File: src/pkg/usf_pkg.sv
// What this block does
// - Status may be read anytime; the snapshot holds still during a status read.
// - Transmit-ready status bit equals transmit buffer empty, nothing more.
// - Transmit-ready pin needs buffer empty, clear-to-send low and transmit enable.
// - Receive-ready sets while an assembled character waits in the receive buffer.
// - Transmitter-empty bit sets whenever the transmit shifter holds no character.
// - Parity fault sets when a loaded character has wrong count of ones.
// - Overrun fault sets when a new character replaces an unread one.
// - Framing fault sets, asynchronous mode only, when the stop bit samples low.
// - Set fault flags never stop or alter receiver or transmitter operation.
// - Fault flags clear by fault flush command, soft reset command or reset input.
// - Fault flush clears all faults even with receive gate bit zero.
// - Sync-found bit clears on each status read, unless internal sync hits or the sampled external sync level is high.
// - Each status bit follows its condition within 16 clock periods.
// - Receive gate low only hides receive-ready; reception and loading carry on.
// - External sync selected disables internal detection; only external shows.
// - External sync status is a flop, high while input high, cleared by read.
// - Data-set-ready status bit follows the modem data-set-ready input.
// - Command bit 0 enables transmission, together with active clear-to-send.
// - Command bit 2 gates generation of receive-ready.
// - Command bit 4 is a momentary fault flush, never latched.
// - Command bit 7 starts hunt in sync mode only: stop assembling, fill ones, seek sync, no parity.
package usf_pkg;
  localparam logic [1:0] ADDR_STATUS   = 2'h0;
  localparam logic [1:0] ADDR_CMD      = 2'h1;
  localparam logic [1:0] ADDR_MODE     = 2'h2;
  localparam int         CMD_TX_ALLOW  = 0;
  localparam int         CMD_RX_GATE   = 2;
  localparam int         CMD_FLUSH     = 4;
  localparam int         CMD_SOFT_RST  = 6;
  localparam int         CMD_HUNT      = 7;
  localparam int         MODE_ASYNC    = 0;
  localparam int         MODE_EXT_SYNC = 1;
  localparam logic [7:0] CMD_RST       = 8'h00;
  localparam logic [7:0] MODE_RST      = 8'h01;
  localparam logic [7:0] STAT_RST      = 8'h00;
  localparam int         STAT_MAX_TCY  = 16;
  localparam int         PIN_CTS_N     = 0;
  localparam int         PIN_DSR_N     = 1;
  localparam int         PIN_EXT_SYNC  = 2;
  localparam int         PIN_RX_CLK    = 3;
  localparam logic [3:0] PIN_RST       = 4'h3;

  typedef struct packed {
    logic dsr_ready;
    logic sync_found_flag;
    logic framing_fault;
    logic overrun_fault;
    logic parity_fault;
    logic tx_shifter_empty;
    logic rx_char_waiting;
    logic tx_buf_ready;
  } usf_stat_t;

  typedef struct packed {
    logic load;
    logic parity_bad;
    logic stop_bit;
    logic sync_hit;
  } usf_rx_evt_t;

  typedef enum logic {HS_IDLE, HS_HUNT} usf_hunt_t;
endpackage

File: src/usf_status.sv
`timescale 1ns/1ps
module usf_status
  import usf_pkg::*;
(
  input  wire logic        clk,
  input  wire logic        resetn,
  input  wire logic        clk_en,
  input  wire logic [1:0]  reg_addr,
  input  wire logic [7:0]  reg_wdata,
  input  wire logic        reg_wr,
  input  wire logic        reg_rd,
  output logic      [7:0]  reg_rdata,
  input  wire logic        tx_buf_empty,
  input  wire logic        tx_shift_empty,
  input  wire usf_rx_evt_t rx_evt,
  input  wire logic        rx_data_read,
  input  wire logic        cts_n_pin,
  input  wire logic        dsr_n_pin,
  input  wire logic        ext_sync_pin,
  input  wire logic        rx_clk_pin,
  output logic             tx_ready_pin,
  output logic             rx_ready_pin,
  output logic             tx_allow_bit,
  output logic             hunt_active,
  output logic             soft_reset_pulse
);

  function automatic logic pin_next(input logic s2, input logic s3, input logic cur);
    pin_next = (s2 == s3) ? s3 : cur;
  endfunction

  logic      [3:0] pin_s1_q, pin_s2_q, pin_s3_q, pin_f_q;
  logic      [3:0] pin_f_d;
  logic      [7:0] cmd_q, mode_q;
  usf_stat_t       stat_q, stat_d;
  usf_hunt_t       hunt_q, hunt_d;
  logic            rx_full_q, par_q, ovr_q, frm_q, sync_q, ext_lvl_q, rxc_old_q;
  logic            soft_q, txr_q, rxr_q;
  logic      [7:0] rdata_q;

  // Pin filter: stage 2 and 3 must agree
  always_comb begin
    for (int i = 0; i < 4; i++) begin
      pin_f_d[i] = pin_next(pin_s2_q[i], pin_s3_q[i], pin_f_q[i]);
    end
  end

  always_ff @(posedge clk or negedge resetn) begin
    if (!resetn) begin
      pin_s1_q <= PIN_RST;
      pin_s2_q <= PIN_RST;
      pin_s3_q <= PIN_RST;
      pin_f_q  <= PIN_RST;
    end else if (clk_en) begin
      pin_s1_q <= {rx_clk_pin, ext_sync_pin, dsr_n_pin, cts_n_pin};
      pin_s2_q <= pin_s1_q;
      pin_s3_q <= pin_s2_q;
      pin_f_q  <= pin_f_d;
    end
  end

  wire cts_act   = ~pin_f_q[PIN_CTS_N];
  wire dsr_act   = ~pin_f_q[PIN_DSR_N];
  wire rxc_fall  = rxc_old_q & ~pin_f_q[PIN_RX_CLK];

  // Bus decode
  wire cmd_wr    = reg_wr & (reg_addr == ADDR_CMD);
  wire mode_wr   = reg_wr & (reg_addr == ADDR_MODE);
  wire stat_rd   = reg_rd & (reg_addr == ADDR_STATUS);
  wire soft_rst  = cmd_wr & reg_wdata[CMD_SOFT_RST];
  wire flush     = cmd_wr & reg_wdata[CMD_FLUSH];
  wire fault_clr = flush | soft_rst;
  wire async_m   = mode_q[MODE_ASYNC];
  wire ext_m     = mode_q[MODE_EXT_SYNC];
  wire rx_gate   = cmd_q[CMD_RX_GATE];
  wire hunting   = (hunt_q == HS_HUNT);
  // Hunt stops assembling, so no loads count
  wire ld        = rx_evt.load & ~hunting;
  // Internal detection off under external sync
  wire int_hit   = rx_evt.sync_hit & ~async_m & ~ext_m;
  wire cmd_hunt  = cmd_wr & reg_wdata[CMD_HUNT] & ~async_m & ~soft_rst;

  // Receive buffer full, set wins over read
  wire rx_full_d = ld | (rx_full_q & ~rx_data_read & ~soft_rst);
  wire par_d     = (ld & rx_evt.parity_bad) | (par_q & ~fault_clr);
  wire ovr_d     = (ld & rx_full_q & ~rx_data_read) | (ovr_q & ~fault_clr);
  wire frm_d     = (ld & async_m & ~rx_evt.stop_bit) | (frm_q & ~fault_clr);
  // External level held, read clears once input gone
  wire ext_lvl_d = rxc_fall ? pin_f_q[PIN_EXT_SYNC] : ext_lvl_q;
  // Sync flag clears on status read, set wins
  wire sync_set  = ext_m ? ext_lvl_q : int_hit;
  wire sync_d    = ~async_m & (sync_set | (sync_q & ~stat_rd & ~soft_rst));

  // Hunt sequencing
  always_comb begin
    hunt_d = hunt_q;
    case (hunt_q)
      HS_IDLE: begin
        if (cmd_hunt) begin
          hunt_d = HS_HUNT;
        end
      end
      HS_HUNT: begin
        if (soft_rst || int_hit || (cmd_wr && !cmd_hunt)) begin
          hunt_d = HS_IDLE;
        end
      end
      default: begin
        hunt_d = HS_IDLE;
      end
    endcase
  end

  // Status lags its flag by one cycle
  // Live status word assembly
  always_comb begin
    stat_d                  = stat_q;
    // Snapshot frozen during a status read
    if (!stat_rd) begin
      // Status bit is buffer empty only
      stat_d.tx_buf_ready     = tx_buf_empty;
      // Gate hides the flag, buffer still loads
      stat_d.rx_char_waiting  = rx_full_q & rx_gate;
      stat_d.tx_shifter_empty = tx_shift_empty;
      stat_d.parity_fault     = par_q;
      stat_d.overrun_fault    = ovr_q;
      stat_d.framing_fault    = frm_q;
      stat_d.sync_found_flag  = sync_q;
      stat_d.dsr_ready        = dsr_act;
    end
  end

  wire [7:0] rd_mux = (reg_addr == ADDR_STATUS) ? stat_q :
                      (reg_addr == ADDR_CMD)    ? cmd_q  :
                      (reg_addr == ADDR_MODE)   ? mode_q : 8'h00;

  always_ff @(posedge clk or negedge resetn) begin
    if (!resetn) begin
      cmd_q  <= CMD_RST;
      mode_q <= MODE_RST;
    end else if (clk_en) begin
      if (soft_rst) begin
        cmd_q <= CMD_RST;
      end else if (cmd_wr) begin
        cmd_q <= reg_wdata & ~(8'h01 << CMD_FLUSH) & ~(8'h01 << CMD_SOFT_RST);
      end
      if (mode_wr) begin
        mode_q <= reg_wdata;
      end
    end
  end

  // Fault flags feed nothing but status
  always_ff @(posedge clk or negedge resetn) begin
    if (!resetn) begin
      rx_full_q <= 1'b0;
      par_q     <= 1'b0;
      ovr_q     <= 1'b0;
      frm_q     <= 1'b0;
      sync_q    <= 1'b0;
      ext_lvl_q <= 1'b0;
      rxc_old_q <= 1'b0;
      hunt_q    <= HS_IDLE;
      stat_q    <= STAT_RST;
    end else if (clk_en) begin
      rx_full_q <= rx_full_d;
      par_q     <= par_d;
      ovr_q     <= ovr_d;
      frm_q     <= frm_d;
      sync_q    <= sync_d;
      ext_lvl_q <= ext_lvl_d;
      rxc_old_q <= pin_f_q[PIN_RX_CLK];
      hunt_q    <= hunt_d;
      stat_q    <= stat_d;
    end
  end

  always_ff @(posedge clk or negedge resetn) begin
    if (!resetn) begin
      rdata_q <= 8'h00;
      soft_q  <= 1'b0;
      txr_q   <= 1'b0;
      rxr_q   <= 1'b0;
    end else if (clk_en) begin
      rdata_q <= reg_rd ? rd_mux : 8'h00;
      soft_q  <= soft_rst;
      // Pin gated by clear-to-send and enable
      txr_q   <= tx_buf_empty & cts_act & cmd_q[CMD_TX_ALLOW];
      rxr_q   <= rx_full_q & rx_gate;
    end
  end

  assign reg_rdata        = rdata_q;
  assign tx_ready_pin     = txr_q;
  assign rx_ready_pin     = rxr_q;
  assign tx_allow_bit     = cmd_q[CMD_TX_ALLOW];
  assign hunt_active      = (hunt_q == HS_HUNT);
  assign soft_reset_pulse = soft_q;

  localparam int ST_WIN = STAT_MAX_TCY;
endmodule // usf_status

File: config.mk
export PLATFORM = sky130hd
export DESIGN_NAME = usf_status
export DESIGN_NICKNAME = d
export VERILOG_FILES = /design/src/pkg/usf_pkg.sv /design/src/usf_status.sv
export SDC_FILE = /design/constraint.sdc
export NUM_CORES = 1
export LEC_CHECK = 0
export ABC_AREA = 1
export BUFFER_PORTS_ARGS = -buffer_cell sky130_fd_sc_hd__buf_4
export CORE_UTILIZATION = 25
export CTS_CLUSTER_SIZE = 12
export DETAILED_ROUTE_END_ITERATION = 8
export PLACE_DENSITY_LB_ADDON = 0.05
export SYNTH_ARGS = -nofsm -noshare
export SYNTH_HDL_FRONTEND = slang
export SYNTH_SLANG_ARGS = --single-unit
File: constraint.sdc
create_clock -name clk -period 2.9 [get_ports clk]
set_input_delay 0.58 -clock clk [delete_from_list [all_inputs] [get_ports clk]]
set_output_delay 0.58 -clock clk [all_outputs]
set_load 0.03 [all_outputs]
======== Word-level counts from Yosys, hierarchy flattened ========
Cells that the tools add are included.
storage, ports and cells
  register bits after elaboration ......... 59
  input port bits ......................... 26
  output and inout bits ................... 13
  word-level logic and storage cells ...... 104
operators by class
  equal/unequal tests ..................... 6
  mux-type cells .......................... 10
  bitwise operators ....................... 45
  reductions and logical operators ........ 14
operator list
  operator            count
  $mux 8              6
  $and 1x1->1         28
  $reduce_and 2->1    8
  $not 1->1           11
  $or 1x1->1          6
  $eq 1x1->1          4
  $mux 1              3
  $eq 2x1->1 const B  1
  $eq 2x2->1 const B  1
  $logic_not 2->1     1
  $logic_or 1x1->1    2
  $pmux 1 s2          1
  $reduce_bool 2->1   1
  $logic_and 1x1->1   1
  $logic_not 1->1     1

======== Depth between registers and ports, before layout ========
Gate-level depths: netlist (run 1).
  depth in word-level cells ............... 10
  mapped depth ............................ 8
  depth with buffers taken out ............ 7

======== Worst setup path before layout (run 1) ========
Ideal clock, no wire load.
  path type ............................... input to register
  from .................................... in reg_addr[1]
  to ...................................... reg stat_q[5] in the netlist's numbering
  arrival ................................. 1.248 ns
  path slack .............................. 1.526 ns
  stages on the path ...................... 5
  buffers on the path ..................... 1
  cells stage by stage .................... nor2_2 > nand2_1 > nand2_1 > buf_4 > o21ai_0
between the ends
  longest elaborated chain between the ends .. 4
RTL lines
  item                               line               source
  start, declared                    usf_status.sv:8    input wire logic [1:0] reg_addr,
  $logic_not 2->1                    usf_status.sv:69   wire stat_rd = reg_rd & (reg_addr == ADDR_STATUS);
  $and 1x1->1                        usf_status.sv:69
  $not 1->1 (no source line)         --
  $reduce_and 2->1 (no source line)  --
  end signal, assigned               usf_status.sv:174  stat_q <= stat_d;
  end, declared                      usf_status.sv:35   usf_stat_t stat_q, stat_d;
No other way between the ends.
A chain may end at the register's enable or synchronous reset.

======== Final worst setup path (run 1) ========
  from .................................... in clk_en
  to ...................................... reg ext_lvl_q
between the ends
  longest elaborated chain between the ends .. 1
RTL lines
  item                               line               source
  start, declared                    usf_status.sv:7    input wire logic clk_en,
  $reduce_and 2->1 (no source line)  --
  end signal, assigned               usf_status.sv:171  ext_lvl_q <= ext_lvl_d;
  end, declared                      usf_status.sv:37   logic rx_full_q, par_q, ovr_q, frm_q, sync_q, ext_lvl_q, rxc_old_q;
No other way between the ends.

==> flow_summary.json, run 1 <==
{
  "status": "finished clean",
  "crit_start": "clk_en",
  "relSlewSlack_pct": 40.19,
  "clk_pin_slew_ns": 0.06,
  "endpoint_kind": "flip-flop",
  "cts_resized": 0,
  "grt_pass1_vias": 1957,
  "required_ns": 3.11,
  "cts_sinks": 57,
  "vias": 1940,
  "grt_pass1_wl_um": 10400,
  "hold_violations": 0,
  "drt-pass1-iter-count": 4,
  "timing.final.crit_period_ns": 1.652,
  "routedWlPerCell_um": 13.20,
  "postCtsSetupBuffers": 0,
  "fin_skew_ns": 0.01165,
  "rr_worst_depth": 5,
  "track_usage_pct": 13.58,
  "reg2reg_setup_slack_ns": 1.73,
  "regArea_um2": 1438,
  "crit_arrival_ns": 1.86,
  "cp-start-kind": "primary input",
  "diodes": 0,
  "n_fill_cell": 1046,
  "drcViolationCount": 0,
  "h-tree-depth": 3,
  "drt-total-wl_um": 6136,
  "ys_ff_latch": 57,
  "clkLatencyLatePin_ns": 0.33,
  "dieArea_um2": 10180,
  "vias_per_cell": 4.172,
  "setup_viol": 0,
  "dpl_cell_area_um2": 2843,
  "crit_type": "primary input to flip-flop",
  "syn-num-nets": 317,
  "clockRootBuffer": "clkbuf_8",
  "fin_setup_tns_ns": 0,
  "leakage_nw": 1.586,
  "fin_crit_sh_pct": 56.98,
  "clock_path_buffers": 2,
  "synth_warnings": 0,
  "post-dp-hpwl_um": 4168,
  "multi_input_area_um2": 868.3,
  "seq_area_frac_synth_pct": 58.77,
  "drt-initial-drc-count": 108,
  "dieHeight_um": 100.9,
  "antenna_found_initial": 0,
  "total_power_mw": 2.170,
  "worstMarginPinSlew_ns": 0.8961,
  "drv_slew": 0,
  "hold_class": "primary input to async pin",
  "coreArea_um2": 9371,
  "syn_inst": 291,
  "dp_slack_ns": 0.8707,
  "rows": 35,
  "numCtsBuffers": 9,
  "design_area_um2": 3075,
  "cts_tree": "yes",
  "rsz0062_at_grt": "no",
  "nets": 357,
  "area_growth_syn_to_layout_pct": 25.73,
  "powerDensity_nw_per_um2": 705.4,
  "yosysUniqueCellTypes": 23,
  "start_util_pct": 26.10,
  "die_x_um": 100.9,
  "hold_slack_ns": 0.3120,
  "drive_gt1_share_pct": 20.24,
  "place_congestion": 0.7026,
  "crit_fanout": 30,
  "avgSynthCellArea_um2": 8.406,
  "r2r-start": "mode_q[0]",
  "fin_ws_ns": 1.248,
  "drtAntennaViolNets": 0,
  "ir_worst_vdd_mv": 0.2884,
  "cts_hold_buffers": 0,
  "r2r-end": "sync_q",
  "overflow": 0,
  "syn-cell-area_um2": 2446,
  "grt_max_degree": 58,
  "port_buffers": 38,
  "ioPinCount": 39,
  "fmax_mhz": 605.2,
  "drv_cap": 0
}
==> layout make-up <==
type / instances / share of cell area [%]
repair buffers: 38 / 9.276
well taps: 129 / 5.248
clock buffers: 14 / 5.614
clock inverters: 2 / 1.953
flip-flops and latches: 57 / 46.75
inverters: 24 / 2.929
multi-input cells: 201 / 28.23
==> worst max-delay path by stage <==
stage,to,slack [ns],cells past startpoint
floorplan,stat_q[5],1.53,5
global placement,ext_lvl_q,0.87,5
detailed placement,ext_lvl_q,0.87,5
CTS,ext_lvl_q,1.23,5
global route,stat_q[0],1.05,7
finish,ext_lvl_q,1.25,5
==> cell families (layout without fill, tap and decap cells) <==
logic type / count (synthesis) / count (layout) / synth area share [%]
and+or+nand+nor: 161 / 161 / 26.24
buffers and inverters: 33 / 78 / 5.729
AOI/OAI and AO/OA: 40 / 40 / 9.258
DFF: 57 / 57 / 58.77
==> power breakdown <==
part | internal, mW | total (mW) | switching, mW
clock network | 0.555 | 0.864 | 0.308
registers | 0.928 | 1.01 | 0.0776
logic | 0.115 | 0.300 | 0.185
==> cells in the mapped netlist <==
cell type  count  share of area (%)
o21ai_1        9                1.8
nor2_4         2               0.92
a21oi_1        3               0.61
nand3_1        9                1.8
nor2_2         1               0.26
nor3_1         1               0.20
buf_6          1               0.46
nand2_2        2               0.51
a31oi_1        1               0.26
o21bai_1       1               0.31
o211ai_1       4                1.2
inv_2          2               0.31
dfstp_2        9                9.7
and3_1         1               0.26
nand2_1      127                 19
o31ai_1        5                1.5
inv_1         22                3.4
clkbuf_1       3               0.46
buf_4          1               0.31
dfrtp_1       48                 49
o21ai_0       17                3.5
buf_2          4               0.82
nor2_1        18                2.8
==> metrics by stage <==
stage               utilization, %  std cells
floorplan                        -        291
finish                       32.82        465
global placement             30.33        449
CTS                          32.82        465
global route                 32.82        465
detailed placement           30.33        449
==> registers in the layout, summed over array words and instances (netlist names) <==
signal,count
mode_q,8
reg_rdata,8
stat_q,8
cmd_q,6
pin_f_q,4
pin_s1_q,4
pin_s2_q,4
pin_s3_q,4
ext_lvl_q,1
frm_q,1
hunt_active,1
ovr_q,1
par_q,1
rx_full_q,1
rx_ready_pin,1
rxc_old_q,1
soft_reset_pulse,1
sync_q,1
tx_ready_pin,1
==> layer usage <==
layer / vias up / part of all wire, % / track usage (%)
met5: - / 0 / 0
li1: 998 / - / -
met4: 0 / 1.3 / 5.017
met3: 8 / 3.4 / 3.398
met2: 37 / 43 / 19.92
met1: 897 / 53 / 19.22
==> layout by cell type, fill, tap and decap left out, drive strengths merged <==
| cell | instances |
|---|---|
| a21oi | 3 |
| a31oi | 1 |
| and3 | 1 |
| buf | 38 |
| bufinv | 2 |
| clkbuf | 14 |
| dfrtp | 48 |
| dfstp | 9 |
| inv | 24 |
| nand2 | 129 |
| nand3 | 9 |
| nor2 | 21 |
| nor3 | 1 |
| o211ai | 4 |
| o21ai | 26 |
| o21bai | 1 |
| o31ai | 5 |
==> worst max-delay path, stage by stage <==
cell and delay [ns]:
buf_4 0.20, inv_1 0.68, nor2_1 0.17, a21oi_1 0.17, a31oi_1 0.05
(Power assumes the default switching activity.)
==> run 2, diff against run 1 <==
==> constraint.sdc (replaced) <==
create_clock -name clk -period 1.5 [get_ports clk]
set_input_delay 0.3 -clock clk [delete_from_list [all_inputs] [get_ports clk]]
set_output_delay 0.3 -clock clk [all_outputs]
set_load 0.03 [all_outputs]
==> run 2 against run 1 <==
Setup slack worse by 1.0 ns. Combinational power rose by 110%. Critical path depth down 4. Hold slack worse by 0.14 ns. Flip-flop and latch count unchanged. Sequential power is 92% higher. Final cell count grew 2.6%. Clock-buffer cell count fell by 4. Die area unchanged. Utilization increased by 0.85 points. Total power grew 84%.
==> flow_summary.json, run 2 (synthesis gave the netlist of run 1 again) <==
{
  "cts_resized": 0,
  "grt_max_degree": 26,
  "crit_type": "flip-flop to output pin",
  "nets": 369,
  "rsz0062_at_grt": "no",
  "status": "finished clean",
  "setup_viol": 0,
  "crit_family": "flip-flops",
  "slowest_delay_ns": 0.45,
  "coreArea_um2": 9371,
  "path_depth": 1,
  "fin_ws_ns": 0.2232,
  "drive_gt1_share_pct": 23.28,
  "endpoint_kind": "output pin",
  "drt-met1-wl_um": 3111,
  "crit_fanout": 4,
  "die_x_um": 100.9,
  "required_ns": 1.20,
  "wl_met3_um": 200,
  "grt_pass1_wl_um": 10170,
  "drcViolationCount": 0,
  "fin_setup_tns_ns": 0,
  "rows": 35,
  "crit_end": "tx_allow_bit",
  "vias": 1995,
  "rr_worst_depth": 4,
  "crit_arrival_ns": 0.98,
  "track_usage_pct": 13.55,
  "drt-total-wl_um": 6091,
  "relSlewSlack_pct": 76.25,
  "fin_crit_sh_pct": 85.12,
  "drv_cap": 0,
  "post-dp-hpwl_um": 4550,
  "area_growth_syn_to_layout_pct": 29.00,
  "drtAntennaViolNets": 0,
  "ioPinCount": 39,
  "cts_tree": "yes",
  "h-tree-depth": 3,
  "r2r-start": "mode_q[0]",
  "numCtsBuffers": 9,
  "worstMarginPinSlew_ns": 0.3562,
  "fin_skew_ns": 0.006220,
  "drt-initial-drc-count": 80,
  "clk_pin_slew_ns": 0.07,
  "final_cell_mix": "nand2_1, dfrtp_1, buf_4, inv_1, nor2_1",
  "vias_per_cell": 4.182,
  "port_buffers": 38,
  "overflow": 0,
  "clkLatencyLatePin_ns": 0.33,
  "timing.final.crit_period_ns": 1.277,
  "hold_class": "primary input to flip-flop",
  "crit_start": "cmd_q[0]",
  "dieHeight_um": 100.9,
  "antenna_found_initial": 0,
  "critPathBufInv": 1,
  "r2r-end": "sync_q",
  "clock_path_buffers": 2,
  "dieArea_um2": 10180,
  "ir_worst_vdd_mv": 0.3831,
  "grt_pass1_vias": 1948,
  "drv_slew": 0,
  "crit_chain": "buf_4",
  "cp-start-kind": "flip-flop",
  "cts_sinks": 57,
  "regArea_um2": 1438,
  "hold_slack_ns": 0.1704,
  "hold_violations": 0,
  "leakage_nw": 1.638,
  "multi_input_area_um2": 868.3,
  "top_layer_used": "met4",
  "drt-pass1-iter-count": 4,
  "reg2reg_setup_slack_ns": 0.29,
  "place_congestion": 0.7507,
  "fmax_mhz": 783.2,
  "n_fill_cell": 1035,
  "clockRootBuffer": "clkbuf_8",
  "powerDensity_nw_per_um2": 1262,
  "dp_slack_ns": 0.2149,
  "start_util_pct": 26.10,
  "cts_hold_buffers": 1,
  "crit_slowest_cell": "dfrtp_1",
  "layout_commonest_cell": "nand2_1",
  "routedWlPerCell_um": 12.77,
  "postCtsSetupBuffers": 0,
  "wl_met2_um": 2700,
  "diodes": 0
}
==> run 2: cell types whose count changed in the layout (fill, tap and decap cells not counted), sizes merged <==
cell,before,now
clkbuf,14,10
clkinv,0,4
bufinv,2,1
dlygate4sd3,0,1
buf,38,49
clkinvlp,0,1
==> run 2: final cells by class <==
| type | count | area share (%) |
|---|---|---|
| clock buffers | 10 | 4.362 |
| well taps | 129 | 5.115 |
| flip-flops and latches | 57 | 45.56 |
| clock inverters | 6 | 1.824 |
| inverters | 24 | 2.855 |
| repair buffers | 50 | 12.77 |
| multi-input cells | 201 | 27.52 |
==> run 2: how the worst min path moves through the flow <==
stage          depth (start not counted)           to           start
5_1_grt                                3  pin_s1_q[2]    ext_sync_pin
3_5_place_dp                           1  hunt_active          resetn
2_1_floorplan                          0     cmd_q[0]          resetn
4_1_cts                                3    stat_q[2]  tx_shift_empty
6_report                               3    stat_q[2]  tx_shift_empty
3_3_place_gp                           1    mode_q[7]          resetn
==> run 2: report_power, final <==
part / total [mW] / internal (mW) / switching, mW
combinational: 0.616 / 0.252 / 0.364
clock: 1.42 / 0.800 / 0.625
sequential: 1.94 / 1.79 / 0.148
==> run 2: tightest hold or removal path: cells and delay by family <==
kind                   cells  cell delay, ns
buffers and inverters      1            0.08
and+or+nand+nor            2            0.08
==> run 2: metrics by stage <==
stage | instance area (um2) | total power [mW] | instances | utilization (%)
2_1_floorplan | 2446 | 2.295 | 291 | -
3_3_place_gp | 2950 | 2.597 | 460 | 31.48
3_5_place_dp | 2950 | 2.598 | 460 | 31.48
4_1_cts | 3156 | 4.058 | 477 | 33.67
5_1_grt | 3156 | 4.237 | 477 | 33.67
6_report | 3156 | 3.982 | 477 | 33.67
==> run 2: metal layers <==
layer  vias up  global-route usage, %
met4         0                  6.689
met2        34                  19.86
met5         -                      0
met3         7                  2.288
met1       933                  19.26
li1       1021                      -
